===== src/common/eirq_params.svh =====
// Constants for the endpoint interrupt request port.
`ifndef EIRQ_PARAMS_SVH
`define EIRQ_PARAMS_SVH
`define EIRQ_ADDR_CTRL     12'h000
`define EIRQ_ADDR_STATUS   12'h004
`define EIRQ_ADDR_MSI_LO   12'h008
`define EIRQ_ADDR_MSI_HI   12'h00c
`define EIRQ_ADDR_MSI_DATA 12'h010
`define EIRQ_ADDR_IRQ_STAT 12'h014
`define EIRQ_ADDR_IRQ_MASK 12'h018
`define EIRQ_CTRL_MSI_EN   0
`define EIRQ_CTRL_MSIX_EN  1
`define EIRQ_CTRL_INT_DIS  10
`define EIRQ_CTRL_MME_LSB  4
`define EIRQ_EV_ASSERT     0
`define EIRQ_EV_DEASSERT   1
`define EIRQ_EV_MSI        2
`define EIRQ_EV_BLOCKED    3
`define EIRQ_CTRL_RESET    32'h0000_0000
`endif


===== src/common/eirq_pkg.sv =====
// Types for the endpoint interrupt request port.
package eirq_pkg;
  typedef enum logic [1:0] {MSG_NONE, MSG_ASSERT, MSG_DEASSERT, MSG_MSI} eirq_msg_t;
  typedef enum logic [1:0] {ST_IDLE, ST_ACK, ST_SEND} eirq_state_t;
endpackage


===== src/rtl/eirq_port.sv =====
// Interrupt request port: user request handshake, message generation, AXI4-Lite registers.
// Contract
// User requests INTA with vector 00h only.
// Accept pulse on assert; user then drops request.
// Assert message only when interrupt-disable is zero.
// User deasserts with legacy level low.
// Accept deassert, then send deassert message.
// User places vector when multi-vector MSI enabled.
// Accept MSI request and send one write.
// MSI address and data from software fields.
// 64-bit form only if upper address nonzero.
// Multi-vector needs nonzero enable and capability.
// Replaced bits: lesser of capable and enabled.
// Mask vector bits not granted by enable.
// Enable 000b one vector, 101b thirty-two.
// Per-vector mask is never checked here.
// User builds MSI-X writes when enable high.
// MSI enable selects MSI; status shows it.
// Command bit 10 blocks legacy requests; the code blocks only assert requests, and deassert messages are still sent.
// User holds request stable, one outstanding.
`timescale 1ns/1ps
`include "eirq_params.svh"
module eirq_port #(
  parameter logic [2:0] MM_CAPABLE = 3'h5
) (
  input  wire logic                 CLK_I,
  input  wire logic                 RST_I,
  input  wire logic                 IRQ_REQ_I,
  input  wire logic                 IRQ_ASSERT_I,
  input  wire logic [7:0]           IRQ_VECTOR_IN_I,
  output logic                      IRQ_RDY_O,
  output logic [2:0]                IRQ_MMENABLE_O,
  output logic                      IRQ_MSIENABLE_O,
  output logic                      IRQ_MSIXENABLE_O,
  output logic                      MSG_VALID_O,
  output eirq_pkg::eirq_msg_t       MSG_KIND_O,
  output logic                      MSG_ADDR64_O,
  output logic [63:0]               MSG_ADDR_O,
  output logic [31:0]               MSG_DATA_O,
  output logic                      IRQ_O,
  input  wire logic [11:0]          S_AXI_AWADDR,
  input  wire logic                 S_AXI_AWVALID,
  output logic                      S_AXI_AWREADY,
  input  wire logic [31:0]          S_AXI_WDATA,
  input  wire logic [3:0]           S_AXI_WSTRB,
  input  wire logic                 S_AXI_WVALID,
  output logic                      S_AXI_WREADY,
  output logic [1:0]                S_AXI_BRESP,
  output logic                      S_AXI_BVALID,
  input  wire logic                 S_AXI_BREADY,
  input  wire logic [11:0]          S_AXI_ARADDR,
  input  wire logic                 S_AXI_ARVALID,
  output logic                      S_AXI_ARREADY,
  output logic [31:0]               S_AXI_RDATA,
  output logic [1:0]                S_AXI_RRESP,
  output logic                      S_AXI_RVALID,
  input  wire logic                 S_AXI_RREADY
);
  import eirq_pkg::*;

  if (MM_CAPABLE > 3'h5)
  begin
    $error("Multiple message capable above 32 vectors.");
  end

  logic [31:0] ctrl_r;
  logic [31:0] msi_lo_r;
  logic [31:0] msi_hi_r;
  logic [31:0] msi_data_r;
  logic [3:0]  ists_r;
  logic [3:0]  imask_r;
  logic        aw_got_r;
  logic        w_got_r;
  logic [11:0] awaddr_r;
  logic [31:0] wdata_r;
  logic [3:0]  wstrb_r;
  logic        bvalid_r;
  logic        rvalid_r;
  logic [31:0] rdata_r;
  logic [1:0]  rresp_r;
  logic [1:0]  bresp_r;
  eirq_state_t state_r;
  logic        rdy_r;
  logic        msg_valid_r;
  eirq_msg_t   msg_kind_r;
  logic        addr64_r;
  logic [63:0] addr_r;
  logic [31:0] data_r;

  function automatic logic [31:0] merge_bytes(input logic [31:0] old_v,
                                              input logic [31:0] new_v,
                                              input logic [3:0]  strb);
    logic [31:0] res;
    res = old_v;
    for (int i = 0; i < 4; i++)
    begin
      if (strb[i])
        res[i*8 +: 8] = new_v[i*8 +: 8];
    end
    return res;
  endfunction

  function automatic logic [7:0] vec_mask(input logic [2:0] n);
    logic [7:0] m;
    m = 8'h00;
    for (int i = 0; i < 8; i++)
    begin
      if (i < int'(n))
        m[i] = 1'b1;
    end
    return m;
  endfunction

  // Configuration fields and derived modes.
  wire       msi_en   = ctrl_r[`EIRQ_CTRL_MSI_EN];
  wire       msix_en  = ctrl_r[`EIRQ_CTRL_MSIX_EN];
  wire       int_dis  = ctrl_r[`EIRQ_CTRL_INT_DIS];
  wire [2:0] mme      = ctrl_r[`EIRQ_CTRL_MME_LSB +: 3];
  wire [2:0] mm_grant = (mme < MM_CAPABLE) ? mme : MM_CAPABLE;
  wire [7:0] vmask    = vec_mask(mm_grant);
  wire [31:0] msi_payload = (msi_data_r & ~{24'h000000, vmask})
                          | {24'h000000, IRQ_VECTOR_IN_I & vmask};
  wire        hi_nz    = (msi_hi_r != 32'h0000_0000);

  // A request is taken in idle; the user holds it stable until acceptance.
  wire take = (state_r == ST_IDLE) && IRQ_REQ_I;
  wire legacy_block = !msi_en && IRQ_ASSERT_I && int_dis;

  // Request handshake: accept in one cycle, send the message after the user drops.
  always_ff @(posedge CLK_I)
  begin
    if (RST_I)
    begin
      state_r     <= ST_IDLE;
      rdy_r       <= 1'b0;
      msg_valid_r <= 1'b0;
      msg_kind_r  <= MSG_NONE;
      addr64_r    <= 1'b0;
      addr_r      <= 64'h0;
      data_r      <= 32'h0;
    end
    else
    begin
      rdy_r       <= take;
      msg_valid_r <= 1'b0;
      case (state_r)
        ST_IDLE:
          if (take)
          begin
            state_r  <= ST_ACK;
            addr64_r <= msi_en && hi_nz;
            addr_r   <= {msi_hi_r, msi_lo_r};
            data_r   <= msi_en ? msi_payload : 32'h0;
            if (msi_en)
              msg_kind_r <= MSG_MSI;
            else if (legacy_block)
              msg_kind_r <= MSG_NONE;
            else if (IRQ_ASSERT_I)
              msg_kind_r <= MSG_ASSERT;
            else
              msg_kind_r <= MSG_DEASSERT;
          end
        ST_ACK:
          state_r <= ST_SEND;
        ST_SEND:
        begin
          msg_valid_r <= (msg_kind_r != MSG_NONE);
          state_r     <= ST_IDLE;
        end
        default:
          state_r <= ST_IDLE;
      endcase
    end
  end

  // Events for the interrupt status register.
  wire [3:0] ev;
  assign ev[`EIRQ_EV_ASSERT]   = msg_valid_r && (msg_kind_r == MSG_ASSERT);
  assign ev[`EIRQ_EV_DEASSERT] = msg_valid_r && (msg_kind_r == MSG_DEASSERT);
  assign ev[`EIRQ_EV_MSI]      = msg_valid_r && (msg_kind_r == MSG_MSI);
  assign ev[`EIRQ_EV_BLOCKED]  = (state_r == ST_SEND) && (msg_kind_r == MSG_NONE);

  // AXI4-Lite slave.
  wire aw_ok  = aw_got_r || S_AXI_AWVALID;
  wire w_ok   = w_got_r || S_AXI_WVALID;
  wire do_wr  = aw_ok && w_ok && !bvalid_r;
  wire [11:0] wa = aw_got_r ? awaddr_r : S_AXI_AWADDR;
  wire [31:0] wd = w_got_r ? wdata_r : S_AXI_WDATA;
  wire [3:0]  ws = w_got_r ? wstrb_r : S_AXI_WSTRB;
  wire wr_ctrl = do_wr && (wa == `EIRQ_ADDR_CTRL);
  wire wr_lo   = do_wr && (wa == `EIRQ_ADDR_MSI_LO);
  wire wr_hi   = do_wr && (wa == `EIRQ_ADDR_MSI_HI);
  wire wr_data = do_wr && (wa == `EIRQ_ADDR_MSI_DATA);
  wire wr_ists = do_wr && (wa == `EIRQ_ADDR_IRQ_STAT);
  wire wr_mask = do_wr && (wa == `EIRQ_ADDR_IRQ_MASK);
  wire wr_hit  = wr_ctrl || wr_lo || wr_hi || wr_data || wr_ists || wr_mask
               || (wa == `EIRQ_ADDR_STATUS);
  wire do_rd  = S_AXI_ARVALID && !rvalid_r;
  wire [31:0] status_w = {23'h0, mm_grant, 3'h0, state_r != ST_IDLE, msix_en, msi_en};
  logic [31:0] rd_mux;
  logic        rd_hit;
  always_comb
  begin
    rd_hit = 1'b1;
    if (S_AXI_ARADDR == `EIRQ_ADDR_CTRL)          rd_mux = ctrl_r;
    else if (S_AXI_ARADDR == `EIRQ_ADDR_STATUS)   rd_mux = status_w;
    else if (S_AXI_ARADDR == `EIRQ_ADDR_MSI_LO)   rd_mux = msi_lo_r;
    else if (S_AXI_ARADDR == `EIRQ_ADDR_MSI_HI)   rd_mux = msi_hi_r;
    else if (S_AXI_ARADDR == `EIRQ_ADDR_MSI_DATA) rd_mux = msi_data_r;
    else if (S_AXI_ARADDR == `EIRQ_ADDR_IRQ_STAT) rd_mux = {28'h0, ists_r};
    else if (S_AXI_ARADDR == `EIRQ_ADDR_IRQ_MASK) rd_mux = {28'h0, imask_r};
    else
    begin
      rd_mux = 32'h0;
      rd_hit = 1'b0;
    end
  end

  always_ff @(posedge CLK_I)
  begin
    if (RST_I)
    begin
      aw_got_r <= 1'b0;
      w_got_r  <= 1'b0;
      awaddr_r <= 12'h000;
      wdata_r  <= 32'h0;
      wstrb_r  <= 4'h0;
      bvalid_r <= 1'b0;
      bresp_r  <= 2'b00;
    end
    else
    begin
      if (S_AXI_AWVALID && S_AXI_AWREADY)
      begin
        awaddr_r <= S_AXI_AWADDR;
        aw_got_r <= !do_wr;
      end
      if (S_AXI_WVALID && S_AXI_WREADY)
      begin
        wdata_r <= S_AXI_WDATA;
        wstrb_r <= S_AXI_WSTRB;
        w_got_r <= !do_wr;
      end
      if (do_wr)
      begin
        aw_got_r <= 1'b0;
        w_got_r  <= 1'b0;
        bvalid_r <= 1'b1;
        bresp_r  <= wr_hit ? 2'b00 : 2'b10;
      end
      else if (S_AXI_BREADY)
        bvalid_r <= 1'b0;
    end
  end

  always_ff @(posedge CLK_I)
  begin
    if (RST_I)
    begin
      rvalid_r <= 1'b0;
      rdata_r  <= 32'h0;
      rresp_r  <= 2'b00;
    end
    else if (do_rd)
    begin
      rvalid_r <= 1'b1;
      rdata_r  <= rd_mux;
      rresp_r  <= rd_hit ? 2'b00 : 2'b10;
    end
    else if (S_AXI_RREADY)
      rvalid_r <= 1'b0;
  end

  // Configuration registers; status bits set wins over write-one-to-clear.
  always_ff @(posedge CLK_I)
  begin
    if (RST_I)
    begin
      ctrl_r     <= `EIRQ_CTRL_RESET;
      msi_lo_r   <= 32'h0;
      msi_hi_r   <= 32'h0;
      msi_data_r <= 32'h0;
      ists_r     <= 4'h0;
      imask_r    <= 4'h0;
    end
    else
    begin
      if (wr_ctrl) ctrl_r     <= merge_bytes(ctrl_r, wd, ws);
      if (wr_lo)   msi_lo_r   <= merge_bytes(msi_lo_r, wd, ws) & 32'hffff_fffc;
      if (wr_hi)   msi_hi_r   <= merge_bytes(msi_hi_r, wd, ws);
      if (wr_data) msi_data_r <= merge_bytes(msi_data_r, wd, ws);
      if (wr_mask && ws[0]) imask_r <= wd[3:0];
      ists_r <= (ists_r & ~((wr_ists && ws[0]) ? wd[3:0] : 4'h0)) | ev;
    end
  end

  assign S_AXI_AWREADY    = !aw_got_r && !bvalid_r;
  assign S_AXI_WREADY     = !w_got_r && !bvalid_r;
  assign S_AXI_BVALID     = bvalid_r;
  assign S_AXI_BRESP      = bresp_r;
  assign S_AXI_ARREADY    = !rvalid_r;
  assign S_AXI_RVALID     = rvalid_r;
  assign S_AXI_RDATA      = rdata_r;
  assign S_AXI_RRESP      = rresp_r;
  assign IRQ_RDY_O        = rdy_r;
  assign IRQ_MMENABLE_O   = mm_grant;
  assign IRQ_MSIENABLE_O  = msi_en;
  assign IRQ_MSIXENABLE_O = msix_en;
  assign MSG_VALID_O      = msg_valid_r;
  assign MSG_KIND_O       = msg_kind_r;
  assign MSG_ADDR64_O     = addr64_r;
  assign MSG_ADDR_O       = addr_r;
  assign MSG_DATA_O       = data_r;
  assign IRQ_O            = |(ists_r & imask_r);
endmodule


===== config.mk =====
export PLATFORM = sky130hd
export DESIGN_NAME = eirq_port
export DESIGN_NICKNAME = d
export VERILOG_FILES = /design/src/common/eirq_pkg.sv /design/src/rtl/eirq_port.sv
export VERILOG_INCLUDE_DIRS = /design/src /design/src/common
export SDC_FILE = /design/constraint.sdc
export NUM_CORES = 1
export LEC_CHECK = 0
export BUFFER_PORTS_ARGS = -buffer_cell sky130_fd_sc_hd__buf_4
export CAP_MARGIN = 40
export CORE_ASPECT_RATIO = 0.9
export CORE_UTILIZATION = 55
export CTS_BUF_LIST = sky130_fd_sc_hd__clkbuf_4 sky130_fd_sc_hd__clkbuf_8
export DETAILED_ROUTE_END_ITERATION = 7
export GPL_TIMING_DRIVEN = 0
export PLACE_DENSITY = 0.78
export SLEW_MARGIN = 20
export SYNTH_ARGS = -nofsm -noshare
export SYNTH_HDL_FRONTEND = slang
export SYNTH_SLANG_ARGS = --single-unit

===== constraint.sdc =====
create_clock -name CLK_I -period 3.7 [get_ports CLK_I]
set_clock_uncertainty 0.05 [all_clocks]
set_input_delay 0.37 -clock CLK_I [delete_from_list [all_inputs] [get_ports CLK_I]]
set_output_delay 0.37 -clock CLK_I [all_outputs]
set_load 0.01 [all_outputs]

== After elaboration in Yosys (flattened, before gate mapping) ==
Cells that the tools add are included.

* Add/subtract/negate cells: 0
* $mul: 0
* Div/mod/pow operators: 0
* Magnitude comparators: 8
* Eq/ne operators: 18
* Shift operators: 0
* Multiplexer cells: 38
* Bitwise operators: 9
* Reduce and logical (&&, ||, !) cells: 66

{| class="wikitable"
|+ Operators with widths
! operator !! count
|-
| 32-bit 2-to-1 mux || 7
|-
| 12-bit by 5-bit equality test with 1-bit output, second input constant || 6
|-
| 12-bit by 4-bit equality test with 1-bit output, second input constant || 4
|-
| 2-bit AND reduction || 17
|-
| 32-bit bitwise AND || 1
|-
| 7-bit inverter with 32-bit output || 1
|-
| 32-bit by 8-bit bitwise OR with 32-bit output || 1
|-
| 32-bit nonzero test || 1
|-
| 12-bit by 3-bit equality test with 1-bit output, second input constant || 2
|-
| 12-bit zero test || 2
|-
| 1-bit logical AND || 23
|-
| 1-bit 2-to-1 mux || 18
|-
| 4-bit 2-to-1 mux || 4
|-
| 12-bit 2-to-1 mux || 1
|-
| 2-bit 2-to-1 mux || 6
|-
| 3-bit < comparator, first input constant || 3
|-
| 4-bit bitwise AND || 2
|-
| 8-bit by 7-bit bitwise AND with 8-bit output || 1
|-
| 1-bit logical OR || 8
|-
| 2-bit nonzero test || 4
|-
| 2-bit equality test, second input constant || 3
|-
| 1-bit zero test || 6
|-
| 1-bit by 3-bit < comparator with 1-bit output, first input constant || 2
|-
| 2-bit by 3-bit < comparator with 1-bit output, first input constant || 2
|-
| other kinds (11) || 14
|}

* Bits in registers: 323
* Latch bits: 0
* Bits in writable memories: 0
* ROM bits: 0
* Input port bits: 77
* Output and inout port bits: 148
* Logic and storage cells: 174
* Memories: 0

== Logic depth before layout (Yosys ltp) ==
Gate-level depths: netlist (run 1).

* Depth in word-level cells: 11
* Depth in mapped cells: 8
* Gate-level depth less buffers: 5

== Worst setup path after synthesis (run 1) ==
OpenSTA, ideal clock, no wires.

* Path type: input to register
* Start: input port S_AXI_AWADDR[0]
* End: register msi_lo_r[10]
* Library setup time: 73 ps
* Data arrival time: 2,542 ps
* Required time: 3,577 ps
* Slack: 1,036 ps
* Stages: 8
* Buffers on the path: 3
* Path through: or3_1 a2111o_1 buf_2 or2_1 buf_6 buf_8 nor4_4 mux2i_1

* Word-level cells in the longest chain between the ends: 4

{| class="wikitable"
|+ RTL lines
! element !! RTL line !! RTL
|-
| from (decl) || eirq_port.sv:41 || <nowiki>input wire logic [11:0] S_AXI_AWADDR,</nowiki>
|-
| 12-bit 2-to-1 mux || eirq_port.sv:187 || <nowiki>wire [11:0] wa = aw_got_r ? awaddr_r : S_AXI_AWADDR;</nowiki>
|-
| 12-bit by 4-bit equality test with 1-bit output (no line) || -- ||
|-
| 1-bit logical AND || eirq_port.sv:191 || <nowiki>wire wr_lo = do_wr && (wa == `EIRQ_ADDR_MSI_LO);</nowiki>
|-
| 2-bit AND reduction (no line) || -- ||
|-
| to (signal assigned) || eirq_port.sv:289 || <nowiki>if (wr_lo) msi_lo_r <= merge_bytes(msi_lo_r, wd, ws) & 32'hffff_fffc;</nowiki>
|-
| to (decl) || eirq_port.sv:67 || <nowiki>logic [31:0] msi_lo_r;</nowiki>
|}

Every way passes these cells.
A chain may end at the register's enable or synchronous reset.

== Final worst setup path (run 1) ==
* Start: register aw_got_r
* End: register ctrl_r[20]

* Word-level cells in the longest chain between the ends: 5
* Elaborated cells between the ends (all ways): 7
* Classes of those cells: mux (1); reduce/logical (6)

{| class="wikitable"
|+ RTL lines
! element !! RTL line !! RTL
|-
| from (decl) || eirq_port.sv:72 || <nowiki>logic aw_got_r;</nowiki>
|-
| from (signal assigned) || eirq_port.sv:236 || <nowiki>aw_got_r <= !do_wr;</nowiki>
|-
| parallel branches: the longest is 3 deep, another holds 12-bit 2-to-1 mux || -- ||
|-
| 1-bit logical AND * || eirq_port.sv:190 || <nowiki>wire wr_ctrl = do_wr && (wa == `EIRQ_ADDR_CTRL);</nowiki>
|-
| 2-bit AND reduction (no line) * || -- ||
|-
| to (signal assigned) || eirq_port.sv:279 || <nowiki>ctrl_r <= `EIRQ_CTRL_RESET;</nowiki>
|-
| to (signal assigned) || eirq_port.sv:288 || <nowiki>if (wr_ctrl) ctrl_r <= merge_bytes(ctrl_r, wd, ws);</nowiki>
|-
| to (decl) || eirq_port.sv:66 || <nowiki>logic [31:0] ctrl_r;</nowiki>
|}

Mark *: on every way between the ends.

==> results of run 1 <==
==> final timing paths <==
| kind | slack (ps) | cells after the start | start | to |
|---|---|---|---|---|
| hold / removal | 30 | 3 | S_AXI_AWADDR[2] | awaddr_r[2] |
| setup / recovery | 420 | 8 | aw_got_r | ctrl_r[20] |
| setup reg to reg | 420 | 8 | aw_got_r | ctrl_r[20] |
| hold reg to reg | 400 | 2 | MSG_DATA_O[19] | MSG_DATA_O[19] |
==> Yosys cell counts (4+ instances only) <==
cell                       number  share of area [%]
sky130_fd_sc_hd__inv_1          8               0.22
sky130_fd_sc_hd__a22oi_1        4               0.22
sky130_fd_sc_hd__a311oi_1       5               0.32
sky130_fd_sc_hd__a211oi_1       5               0.27
sky130_fd_sc_hd__nand2_1      295                8.1
sky130_fd_sc_hd__dfxtp_1      321                 47
sky130_fd_sc_hd__a31oi_1        5               0.23
sky130_fd_sc_hd__nand3_1       36                1.3
sky130_fd_sc_hd__or4b_1         4               0.29
sky130_fd_sc_hd__or3_1          4               0.18
sky130_fd_sc_hd__buf_2          5               0.18
sky130_fd_sc_hd__nand2b_1     114                5.2
sky130_fd_sc_hd__mux2i_1      195                 14
sky130_fd_sc_hd__nor3b_1        7               0.38
sky130_fd_sc_hd__nor2_1        76                2.1
sky130_fd_sc_hd__nor4_4         9                1.4
sky130_fd_sc_hd__buf_4          4               0.22
sky130_fd_sc_hd__o211ai_1       4               0.22
sky130_fd_sc_hd__nor4_2         5               0.46
sky130_fd_sc_hd__or2_2         29                1.3
sky130_fd_sc_hd__a21oi_1      156                5.7
sky130_fd_sc_hd__nand4_1        5               0.23
sky130_fd_sc_hd__clkbuf_1     100                2.7
sky130_fd_sc_hd__mux2_2         7               0.58
sky130_fd_sc_hd__buf_1          8               0.22
sky130_fd_sc_hd__o21ai_0       40                1.5
sky130_fd_sc_hd__a221oi_1      25                1.6
sky130_fd_sc_hd__nor3_1        34                1.2
sky130_fd_sc_hd__nor4_1        10               0.46
sky130_fd_sc_hd__nor2b_1        4               0.18
==> area by class of cell <==
class,count,area [um2],area share (%)
Clock buffer,78,1020,5.84
Inverter,8,30.0,0.172
Buffer,119,487,2.80
Multi-Input combinational cell,1107,6790,39.0
Tap cell,308,385,2.21
Clock inverter,15,109,0.625
Sequential cell,321,6430,36.9
Timing Repair Buffer,271,2170,12.4
==> state kept, by name, summed over array words and instances (netlist names), 12 cells and up <==
name	cells
MSG_ADDR_O	62
MSG_DATA_O	32
S_AXI_RDATA	32
ctrl_r	32
msi_data_r	32
msi_hi_r	32
wdata_r	32
msi_lo_r	30
awaddr_r	12
==> power groups by stage <==
stage	clock network, W	registers (W)	logic, W
after floorplan	0	0.00365	0.000447
after global placement	0	0.00365	0.000765
after detailed placement	0	0.00365	0.000786
after CTS	0.00327	0.00358	0.000829
after global routing	0.00345	0.00358	0.000905
final	0.00329	0.00358	0.000860
==> what timing repair did <==
item | CTS | global route
hold buffers | 47 | 0
hold endpoints to repair | 47 | 0
resized for setup | 0 | 0
==> routing by layer <==
| layer | share of wire [%] | wire length [um] |
|---|---|---|
| met2 | 44 | 20500 |
| met1 | 42 | 19600 |
| met5 | 0 | 0 |
| met3 | 11 | 4970 |
| met4 | 3.4 | 1600 |
==> cell families after synthesis <==
group                  share of synthesized area (%)
other                                         0.0274
AO/OA/AOI/OAI                                   10.9
multiplexers                                    14.8
AND/OR/NAND/NOR                                 23.5
flip-flops                                      47.0
buffers and inverters                           3.78
==> stage by stage <==
stage	area, um2	hold slack (ps)
floorplan	13700	381
finish	17400	31.8
global route	17400	14.1
CTS	17400	2.70
detailed placement	15800	396
global placement	15700	387
==> worst min-delay path: cells and delay by family <==
family                 cells  cell delay, ps
AO/OA/AOI/OAI              1              50
AND/OR/NAND/NOR            1              60
buffers and inverters      1             130
==> impl_table.tex, run 1 <==
\begin{tabular}{lr}
\hline
Metric & Value \\
\hline
\multicolumn{2}{l}{\textbf{Layout}} \\
Number of standard cells in the layout, taps in and fillers out & 2227 \\
Final-stage net count & 1955 \\
Share of the core filled with cells in the final layout & 71.6\% \\
Layout fillers & 1931 \\
Antenna diodes & 0 \\
Share of post-route cells with drive strength above 1 & roughly a fifth \\
Highest-count cells in the layout ignoring fill and taps & sky130\_fd\_sc\_hd\_\_dfxtp\_1, sky130\_fd\_sc\_hd\_\_nand2\_1, sky130\_fd\_sc\_hd\_\_buf\_4 \\
Area grow syn2layout & 27.2\% \\
Leading cell type in the layout, fill and taps excluded & sky130\_fd\_sc\_hd\_\_dfxtp\_1 \\
\multicolumn{2}{l}{\textbf{STA}} \\
Setup-violating endpoint count in the final report & 0 \\
Fin crit share & 88.5\% \\
Max Freq & 305 MHz \\
Time the final worst path needs with I/O delays and setup & 3280 ps \\
Final-report hold violation count & 0 \\
Final setup slack of the worst path & 424 ps \\
Setup tns final & 0 ps \\
Final-report max-slew violation count & 0 \\
Worst slew margin & 37.5\% \\
Slew at the pin closest to its max-slew limit & 930 ps \\
Unrepaired setup endpoints after global routing & false \\
\multicolumn{2}{l}{\textbf{Setup path}} \\
CP max FO & 10 \\
Buffers plus inverters on the worst setup path & 3 \\
Cell-by-cell listing of the critical path & or3b\_1 -> a2111o\_1 -> buf\_2 -> or2\_1 -> buf\_6 -> buf\_8 -> nor4\_4 -> mux2i\_1 \\
Critical path class & register to register \\
Worst EP arrival & 3730 ps \\
Category of the worst setup path launch point & register \\
Kind of end point of the critical path & register \\
CP max stage cell & sky130\_fd\_sc\_hd\_\_nor4\_4 \\
Worst Path Required & 4160 ps \\
Maximum single-stage delay on the critical path & 830 ps \\
Cell type group with the largest total delay on the critical path & simple AND/OR/NAND/NOR gates \\
\multicolumn{2}{l}{\textbf{Logic synthesis}} \\
Total of warnings raised by yosys & 0 \\
Average size of a mapped cell & 8.82 um2 \\
Share of synthesized area occupied by flip-flops and latches & between 40\% and 50\% \\
Post-synthesis sequential element count & 321 \\
Proportion of register bits with asynchronous set or reset after synthesis & 0\% \\
Synthesized cell area & 13700 um2 \\
Cell count after synthesis & around 1600 \\
Ys flop type & sky130\_fd\_sc\_hd\_\_dfxtp\_1 \\
Post-synth EDFFs & 0 \\
Library cells used by synthesis & 52 \\
\multicolumn{2}{l}{\textbf{Route}} \\
\# DRC & 0 \\
Via-to-Cell Ratio & approximately 5.9 \\
Number of vias in the routed layout & 13097 \\
Number of violations reported at the end of detailed-routing iteration 0 & 1650 \\
First drt pass iteration count & 6 \\
Routed Antenna Nets & 0 \\
Aggregate routed wire length & 46700 um \\
Mean routed wirelength per cell & around 21 um \\
\multicolumn{2}{l}{\textbf{Power and ir drop}} \\
IR drop worst, VDD & 0.000313 V \\
Switching portion of total power & 26.7\% \\
Leakage power & 6.67 nW \\
Combinational group share of total power & 11.1\% \\
Pwr Total & roughly 0.0077 W \\
Power Density & 444 nW/um2 \\
Clk network pwr share & 42.6\% \\
Power dissipated by switching net loads & $\sim$0.0021 W \\
Seq pwr share & 46.3\% \\
Internal power & 0.00567 W \\
\multicolumn{2}{l}{\textbf{Global routing}} \\
GRT Residual Overflow & 0 \\
First-pass GRT wire length & 68600 um \\
Global Route met3 Usage & 8.00\% \\
Busiest layer in global routing & met2 \\
Routing usage on met1 & around 48\% \\
Met2 layer usage reported by global route & a little under three fifths \\
Initial antenna violation count & 0 \\
Overall global routing resource usage & a little over a third \\
Via count of the first global-routing pass & 12092 \\
Largest net degree at the start of global routing & 14 \\
\multicolumn{2}{l}{\textbf{Clock tree}} \\
TritonCTS clock tree & done \\
H-tree depth & 2 \\
Sinks on the clock net & 321 \\
Buffers from clock root to sink, at most & 3 \\
Number of buffers created by CTS & 50 \\
Skew-Pair Late Insertion Delay & 590 ps \\
Cell at the root of the clock tree & sky130\_fd\_sc\_hd\_\_clkbuf\_8 \\
Reg clk slew, reported paths & 70 ps \\
Post-CTS Setup Bufs & 0 \\
\multicolumn{2}{l}{\textbf{Place}} \\
Count of buffers inserted at the top-level ports & 215 \\
Post-detailed-placement half-perimeter wirelength & 33800 um \\
Worst slack at placement & between 300 and 400 ps \\
Final weighted congestion of routability-driven global placement & 0.974 \\
Placed Cells & 2086 \\
\multicolumn{2}{l}{\textbf{Job}} \\
Number of max-cap violations & 0 \\
\multicolumn{2}{l}{\textbf{Floorplanning}} \\
Boundary Pins & 225 \\
Initial Utilization & roughly 56\% \\
Die area & 25500 um2 \\
Site row count & 54 \\
Horizontal die dimension & 168 um \\
Core Area & 24300 um2 \\
Die Span Y & 152 um \\
\multicolumn{2}{l}{\textbf{Min path}} \\
Class of the worst hold path & primary input to register \\
\multicolumn{2}{l}{\textbf{Outcome}} \\
Outcome & completed \\
\hline
\end{tabular}
Note: power is estimated with default switching activity, not from simulation.
==> run 2: changes to the inputs <==
--- a/config.mk
+++ b/config.mk
@@ -9,11 +9,12 @@
 export BUFFER_PORTS_ARGS = -buffer_cell sky130_fd_sc_hd__buf_4
 export CAP_MARGIN = 40
 export CORE_ASPECT_RATIO = 0.9
-export CORE_UTILIZATION = 55
+export CORE_MARGIN = 5
+export CORE_UTILIZATION = 57
 export CTS_BUF_LIST = sky130_fd_sc_hd__clkbuf_4 sky130_fd_sc_hd__clkbuf_8
 export DETAILED_ROUTE_END_ITERATION = 7
 export GPL_TIMING_DRIVEN = 0
-export PLACE_DENSITY = 0.78
+export PLACE_DENSITY = 0.89
 export SLEW_MARGIN = 20
 export SYNTH_ARGS = -nofsm -noshare
 export SYNTH_HDL_FRONTEND = slang
==> run 2 against run 1 <==
Routed wire length grew 1.8%; utilization grew 1.9 points; global-route usage shrank 2.6 points; fmax shrank 0.90%; setup slack lost 30 ps; via count grew 1.1%; cell count shrank 1.0%; combinational power is essentially flat; design area shrank 0.95%; register-to-register slack is essentially flat; first-iteration DRC count shrank 6.5%; clock power shrank 6%; largest cell class unchanged; highest routed layer unchanged.
==> impl_table.tex, run 2 (same netlist as run 1, synthesis figures left out) <==
\begin{tabular}{lr}
\hline
Metric & Value \\
\hline
\multicolumn{2}{l}{\textbf{Clock tree}} \\
Number of buffers created by CTS & 50 (unchanged) \\
Number of gates resized after cts & 0 (unchanged) \\
TritonCTS clock tree & done (unchanged) \\
Skew-Pair Late Insertion Delay & 580 ps (was 590 ps) \\
Sinks on the clock net & 321 (unchanged) \\
Cell at the root of the clock tree & sky130\_fd\_sc\_hd\_\_clkbuf\_8 (unchanged) \\
Cts hold-fix bufs & 43 (was 47) \\
H-tree depth & 2 (unchanged) \\
Reg clk slew, reported paths & 70 ps (about the same) \\
Buffers from clock root to sink, at most & 3 (unchanged) \\
Post-CTS Setup Bufs & 0 (unchanged) \\
\multicolumn{2}{l}{\textbf{STA}} \\
Time the final worst path needs with I/O delays and setup & 3310 ps (was 3280 ps) \\
Worst slew margin & 35.4\% (was 37.5\%) \\
Final-report max-slew violation count & 0 (unchanged) \\
Setup tns final & 0 ps (unchanged) \\
Setup-violating endpoint count in the final report & 0 (unchanged) \\
Fin crit share & 89.3\% (was 88.5\%) \\
Slew at the pin closest to its max-slew limit & 962 ps (was 930 ps) \\
Final-report hold violation count & 0 (unchanged) \\
Final hold slack & 26.1 ps (was 31.8 ps) \\
Unrepaired setup endpoints after global routing & false (unchanged) \\
Max Freq & 303 MHz (was 305 MHz) \\
\multicolumn{2}{l}{\textbf{Place}} \\
Post-detailed-placement half-perimeter wirelength & 34200 um (was 33800 um) \\
Post-DP Area & 15800 um2 (about the same) \\
Count of buffers inserted at the top-level ports & 215 (unchanged) \\
Placed Cells & 2075 (was 2086) \\
Final weighted congestion of routability-driven global placement & 0.974 (about the same) \\
\multicolumn{2}{l}{\textbf{Min path}} \\
Class of the worst hold path & primary input to register (unchanged) \\
\multicolumn{2}{l}{\textbf{Layout}} \\
Share of post-route cells with drive strength above 1 & 19.3\% (was 19.9\%) \\
Highest-count cells in the layout ignoring fill and taps & sky130\_fd\_sc\_hd\_\_dfxtp\_1, sky130\_fd\_sc\_hd\_\_nand2\_1, sky130\_fd\_sc\_hd\_\_buf\_4 (unchanged) \\
Final std cell area, no fill & 17200 um2 (was 17400 um2) \\
Final-stage net count & 1948 (was 1955) \\
Largest register FFs & 62 (unchanged) \\
Area grow syn2layout & 26.0\% (was 27.2\%) \\
Antenna diodes & 0 (unchanged) \\
Leading cell type in the layout, fill and taps excluded & sky130\_fd\_sc\_hd\_\_dfxtp\_1 (unchanged) \\
Layout fillers & 1719 (was 1931) \\
Number of standard cells in the layout, taps in and fillers out & 2204 (was 2227) \\
\multicolumn{2}{l}{\textbf{Setup path}} \\
Worst EP arrival & 3760 ps (was 3730 ps) \\
Category of the worst setup path launch point & primary input (was register) \\
Cell type group with the largest total delay on the critical path & simple AND/OR/NAND/NOR gates (unchanged) \\
Buffers plus inverters on the worst setup path & 5 (was 3) \\
Maximum single-stage delay on the critical path & 820 ps (was 830 ps) \\
Kind of end point of the critical path & register (unchanged) \\
CP max stage cell & sky130\_fd\_sc\_hd\_\_nor4\_4 (unchanged) \\
Worst Path Required & 4150 ps (was 4160 ps) \\
Cell-by-cell listing of the critical path & dlygate4sd3\_1 -> buf\_4 -> or4\_1 -> o22a\_1 -> clkbuf\_1 -> or2\_1 -> buf\_6 -> buf\_8 -> nor4\_4 -> mux2i\_1 (was or3b\_1 -> a2111o\_1 -> buf\_2 -> or2\_1 -> buf\_6 -> buf\_8 -> nor4\_4 -> mux2i\_1) \\
CP max FO & 10 (unchanged) \\
Critical path class & primary input to register (was register to register) \\
\multicolumn{2}{l}{\textbf{Floorplanning}} \\
Die area & 27200 um2 (was 25500 um2) \\
Horizontal die dimension & 173 um (was 168 um) \\
Boundary Pins & 225 (unchanged) \\
Initial Utilization & 58.3\% (was 56.3\%) \\
Core Area & 23500 um2 (was 24300 um2) \\
Die Span Y & 157 um (was 152 um) \\
Site row count & 53 (was 54) \\
\multicolumn{2}{l}{\textbf{Global routing}} \\
Initial antenna violation count & 0 (unchanged) \\
GRT Residual Overflow & 0 (unchanged) \\
Largest net degree at the start of global routing & 13 (was 14) \\
First-pass GRT wire length & 71400 um (was 68600 um) \\
Overall global routing resource usage & 33.2\% (was 35.8\%) \\
Via count of the first global-routing pass & 12883 (was 12092) \\
\multicolumn{2}{l}{\textbf{Power and ir drop}} \\
Clk network pwr share & 41.1\% (was 42.6\%) \\
Internal power & 0.00556 W (was 0.00567 W) \\
Power dissipated by switching net loads & 0.00197 W (was 0.00206 W) \\
Switching portion of total power & 26.2\% (was 26.7\%) \\
Seq pwr share & 47.5\% (was 46.3\%) \\
Combinational group share of total power & 11.4\% (was 11.1\%) \\
IR drop worst, VDD & 0.000298 V (was 0.000313 V) \\
Power Density & 437 nW/um2 (was 444 nW/um2) \\
Leakage power & 6.59 nW (was 6.67 nW) \\
Pwr Total & 0.00754 W (was 0.00773 W) \\
\multicolumn{2}{l}{\textbf{Route}} \\
Aggregate routed wire length & 47600 um (was 46700 um) \\
\# DRC & 0 (unchanged) \\
Number of violations reported at the end of detailed-routing iteration 0 & 1543 (was 1650) \\
Mean routed wirelength per cell & 21.6 um (was 21.0 um) \\
Via-to-Cell Ratio & 6.01 (was 5.88) \\
Routed Antenna Nets & 0 (unchanged) \\
Number of vias in the routed layout & 13236 (was 13097) \\
First drt pass iteration count & 8 (was 6) \\
\multicolumn{2}{l}{\textbf{Outcome}} \\
Outcome & completed (unchanged) \\
\multicolumn{2}{l}{\textbf{Job}} \\
Number of max-cap violations & 0 (unchanged) \\
\hline
\end{tabular}
[run 2: power by group through the flow]
stage	logic, W	registers, W	clock network [W]
floorplan	0.000447	0.00365	0
global placement	0.000758	0.00365	0
detailed placement	0.000784	0.00365	0
CTS	0.000825	0.00358	0.00310
global route	0.000903	0.00358	0.00327
finish	0.000857	0.00358	0.00310
[run 2: layout make-up]
class | count | area (um2) | area share [%]
Multi-Input combinational cell | 1107 | 6800 | 39.4
Clock inverter | 5 | 52.6 | 0.305
Sequential cell | 321 | 6430 | 37.3
Tap cell | 302 | 378 | 2.19
Timing Repair Buffer | 264 | 2100 | 12.2
Clock buffer | 78 | 973 | 5.64
Inverter | 8 | 30.0 | 0.174
Buffer | 119 | 487 | 2.82
[run 2: per-stage QoR]
step           util, %  setup slack [ps]
2_1_floorplan        -              1040
3_3_place_gp      66.8               155
3_5_place_dp      67.1               381
4_1_cts           73.3               416
5_1_grt           73.5               313
6_report          73.5               395
[run 2: tightest hold or removal path: stages]
cell and delay, ps:
sky130_fd_sc_hd__buf_4 70, sky130_fd_sc_hd__nand2b_1 90, sky130_fd_sc_hd__a21oi_1 60
[run 2: final timing paths]
kind / from / end / slack (ps) / cells after the start
worst min register to register: wdata_r[16] / wdata_r[16] / 400 / 2
worst max register to register: aw_got_r / msi_data_r[25] / 430 / 8
worst min-delay path: S_AXI_BREADY / S_AXI_BVALID / 30 / 3
worst max-delay path: S_AXI_AWADDR[8] / msi_data_r[25] / 390 / 10
[run 2: metal layers]
metal / share of wire [%] / global-route usage [%]
met1: 38 / 41.2
met2: 45 / 54.0
met4: 5.3 / 17.2
met3: 12 / 8.38
met5: 0 / 0
==> run 3: changes to the inputs <==
--- a/config.mk
+++ b/config.mk
@@ -6,7 +6,7 @@
 export SDC_FILE = /design/constraint.sdc
 export NUM_CORES = 1
 export LEC_CHECK = 0
-export BUFFER_PORTS_ARGS = -buffer_cell sky130_fd_sc_hd__buf_4
+export BUFFER_PORTS_ARGS = -buffer_cell sky130_fd_sc_hd__buf_2
 export CAP_MARGIN = 40
 export CORE_ASPECT_RATIO = 0.9
 export CORE_MARGIN = 5
==> run 3 against run 2 <==
Routed wire length decreased by 1.6%; flip-flop and latch count unchanged; register-to-register slack about the same; sequential power about the same; critical endpoint is now ctrl_r[29]; hold slack got worse by 15 ps; die area unchanged; design area decreased by 2.9%.
==> impl_table.tex, run 3 (same netlist as run 1, synthesis figures left out) <==
\begin{tabular}{lr}
\hline
Metric & Value \\
\hline
\multicolumn{2}{l}{\textbf{STA}} \\
Setup-violating endpoint count in the final report & 0 (unchanged) \\
Fin crit share & 88.8\% (was 89.3\%) \\
Slew at the pin closest to its max-slew limit & 963 ps (was 962 ps) \\
Max Freq & 304 MHz (was 303 MHz) \\
Worst slew margin & 35.3\% (was 35.4\%) \\
Final-report hold violation count & 0 (unchanged) \\
Unrepaired setup endpoints after global routing & false (unchanged) \\
Final-report max-slew violation count & 0 (unchanged) \\
Setup tns final & 0 ps (unchanged) \\
Time the final worst path needs with I/O delays and setup & 3290 ps (was 3310 ps) \\
\multicolumn{2}{l}{\textbf{Clock tree}} \\
H-tree depth & 2 (unchanged) \\
Number of buffers created by CTS & 51 (was 50) \\
Sinks on the clock net & 321 (unchanged) \\
Number of gates resized after cts & 0 (unchanged) \\
Cell at the root of the clock tree & sky130\_fd\_sc\_hd\_\_clkbuf\_8 (unchanged) \\
TritonCTS clock tree & done (unchanged) \\
Reg clk slew, reported paths & 60 ps (was 70 ps) \\
Skew-Pair Late Insertion Delay & 590 ps (was 580 ps) \\
Buffers from clock root to sink, at most & 3 (unchanged) \\
\multicolumn{2}{l}{\textbf{Layout}} \\
Share of post-route cells with drive strength above 1 & 19.7\% (was 19.3\%) \\
Final-stage net count & 1955 (was 1948) \\
Layout fillers & 1743 (was 1719) \\
Largest register FFs & 62 (unchanged) \\
Highest-count cells in the layout ignoring fill and taps & sky130\_fd\_sc\_hd\_\_dfxtp\_1, sky130\_fd\_sc\_hd\_\_nand2\_1, sky130\_fd\_sc\_hd\_\_buf\_2 (was sky130\_fd\_sc\_hd\_\_dfxtp\_1, sky130\_fd\_sc\_hd\_\_nand2\_1, sky130\_fd\_sc\_hd\_\_buf\_4) \\
Area grow syn2layout & 22.4\% (was 26.0\%) \\
Final std cell area, no fill & 16800 um2 (was 17200 um2) \\
Leading cell type in the layout, fill and taps excluded & sky130\_fd\_sc\_hd\_\_dfxtp\_1 (unchanged) \\
Antenna diodes & 0 (unchanged) \\
Number of standard cells in the layout, taps in and fillers out & 2215 (was 2204) \\
\multicolumn{2}{l}{\textbf{Global routing}} \\
GRT Residual Overflow & 0 (unchanged) \\
Via count of the first global-routing pass & 12850 (was 12883) \\
Initial antenna violation count & 0 (unchanged) \\
First-pass GRT wire length & 70600 um (was 71400 um) \\
Overall global routing resource usage & 32.8\% (was 33.2\%) \\
Largest net degree at the start of global routing & 14 (was 13) \\
\multicolumn{2}{l}{\textbf{Place}} \\
Post-detailed-placement half-perimeter wirelength & 33600 um (was 34200 um) \\
Count of buffers inserted at the top-level ports & 215 (unchanged) \\
Post-DP Area & 15200 um2 (was 15800 um2) \\
Final weighted congestion of routability-driven global placement & 0.972 (was 0.974) \\
Placed Cells & 2079 (was 2075) \\
\multicolumn{2}{l}{\textbf{Route}} \\
Aggregate routed wire length & 46800 um (was 47600 um) \\
First drt pass iteration count & 6 (was 8) \\
Number of violations reported at the end of detailed-routing iteration 0 & 1746 (was 1543) \\
Number of vias in the routed layout & 13234 (was 13236) \\
Routed Antenna Nets & 0 (unchanged) \\
\# DRC & 0 (unchanged) \\
Via-to-Cell Ratio & 5.97 (was 6.01) \\
Mean routed wirelength per cell & 21.1 um (was 21.6 um) \\
\multicolumn{2}{l}{\textbf{Min path}} \\
Hold path start & S\_AXI\_ARVALID (was S\_AXI\_BREADY) \\
Endpoint of the worst hold path & S\_AXI\_RVALID (was S\_AXI\_BVALID) \\
Class of the worst hold path & primary input to register (unchanged) \\
Hold Crit Depth & 3 (unchanged) \\
\multicolumn{2}{l}{\textbf{Floorplanning}} \\
Core Area & 23500 um2 (unchanged) \\
Die Span Y & 157 um (unchanged) \\
Boundary Pins & 225 (unchanged) \\
Initial Utilization & 58.3\% (unchanged) \\
Horizontal die dimension & 173 um (unchanged) \\
Die area & 27200 um2 (unchanged) \\
Site row count & 53 (unchanged) \\
\multicolumn{2}{l}{\textbf{Setup path}} \\
Kind of end point of the critical path & register (unchanged) \\
Critical register-to-register path endpoint & ctrl\_r[29] (was msi\_data\_r[25]) \\
Category of the worst setup path launch point & primary input (unchanged) \\
Critical path class & primary input to register (unchanged) \\
Reg-to-Reg Start & aw\_got\_r (unchanged) \\
CP max FO & 10 (unchanged) \\
Worst EP arrival & 3750 ps (was 3760 ps) \\
Worst Path Required & 4170 ps (was 4150 ps) \\
Count of cells along the worst register-to-register path & 8 (unchanged) \\
R2r setup slk & 440 ps (was 430 ps) \\
\multicolumn{2}{l}{\textbf{Power and ir drop}} \\
Power Density & 448 nW/um2 (was 437 nW/um2) \\
Leakage power & 6.57 nW (was 6.59 nW) \\
IR drop worst, VDD & 0.000299 V (was 0.000298 V) \\
\multicolumn{2}{l}{\textbf{Outcome}} \\
Outcome & completed (unchanged) \\
\multicolumn{2}{l}{\textbf{Job}} \\
Number of max-cap violations & 0 (unchanged) \\
\hline
\end{tabular}
run 3: repair_timing:
action | 4_1_cts | 5_1_grt
hold buffers | 44 | 0
buffers inserted | 0 | 0
endpoints found under the hold margin | 44 | 0
endpoints found under the setup margin | 0 | 0
run 3: final cells by class:
type / count / area (um2) / area share [%]
plain buffers: 119 / 487 / 2.91
clock buffers: 85 / 1010 / 6.05
clock inverters: 3 / 25.0 / 0.149
inverters: 8 / 30.0 / 0.179
multi-input cells: 1107 / 6780 / 40.5
flip-flops and latches: 321 / 6430 / 38.4
well taps: 302 / 378 / 2.26
repair buffers: 270 / 1610 / 9.63
run 3: worst max path at each step:
stage | from | endpoint | slack, ps | cells past startpoint
after CTS | S_AXI_AWADDR[8] | msi_lo_r[26] | 430 | 10
after global routing | aw_got_r | ctrl_r[26] | 390 | 8
final | S_AXI_AWADDR[8] | ctrl_r[29] | 410 | 10
after floorplan | S_AXI_AWADDR[0] | msi_lo_r[10] | 1040 | 8
after detailed placement | S_AXI_AWADDR[8] | msi_lo_r[30] | 400 | 9
after global placement | S_AXI_ARADDR[9] | S_AXI_RDATA[25] | 140 | 8
run 3: layer usage:
metal / routed length, um / track usage, %
met5: 0 / 0
met4: 2370 / 17.3
met3: 5720 / 8.02
met2: 20800 / 52.2
met1: 18000 / 41.8
run 3: stage by stage:
| step | hold slack, ps | setup WS, ps | total power [W] | utilization [%] |
|---|---|---|---|---|
| 2_1_floorplan | 381 | 1040 | 0.00410 | - |
| 6_report | 10.8 | 413 | 0.00751 | 71.4 |
| 3_3_place_gp | 388 | 138 | 0.00437 | 64.5 |
| 3_5_place_dp | 393 | 404 | 0.00439 | 64.9 |
| 5_1_grt | 25.8 | 393 | 0.00771 | 71.4 |
| 4_1_cts | 0.260 | 431 | 0.00746 | 71.2 |
run 3: power by group:
group	switching (W)	internal, W	leakage (nW)
sequential	0.0000496	0.00353	2.60
combinational	0.000539	0.000273	3.41
clock	0.00141	0.00171	0.555
run 3: critical path: stages:
cell and delay, ps:
sky130_fd_sc_hd__dlygate4sd3_1 530, sky130_fd_sc_hd__buf_2 130, sky130_fd_sc_hd__or4_1 520, sky130_fd_sc_hd__o22a_1 190, sky130_fd_sc_hd__clkbuf_1 250, sky130_fd_sc_hd__or2_1 310, sky130_fd_sc_hd__buf_6 140, sky130_fd_sc_hd__buf_8 160
sky130_fd_sc_hd__nor4_4 860, sky130_fd_sc_hd__mux2i_1 290
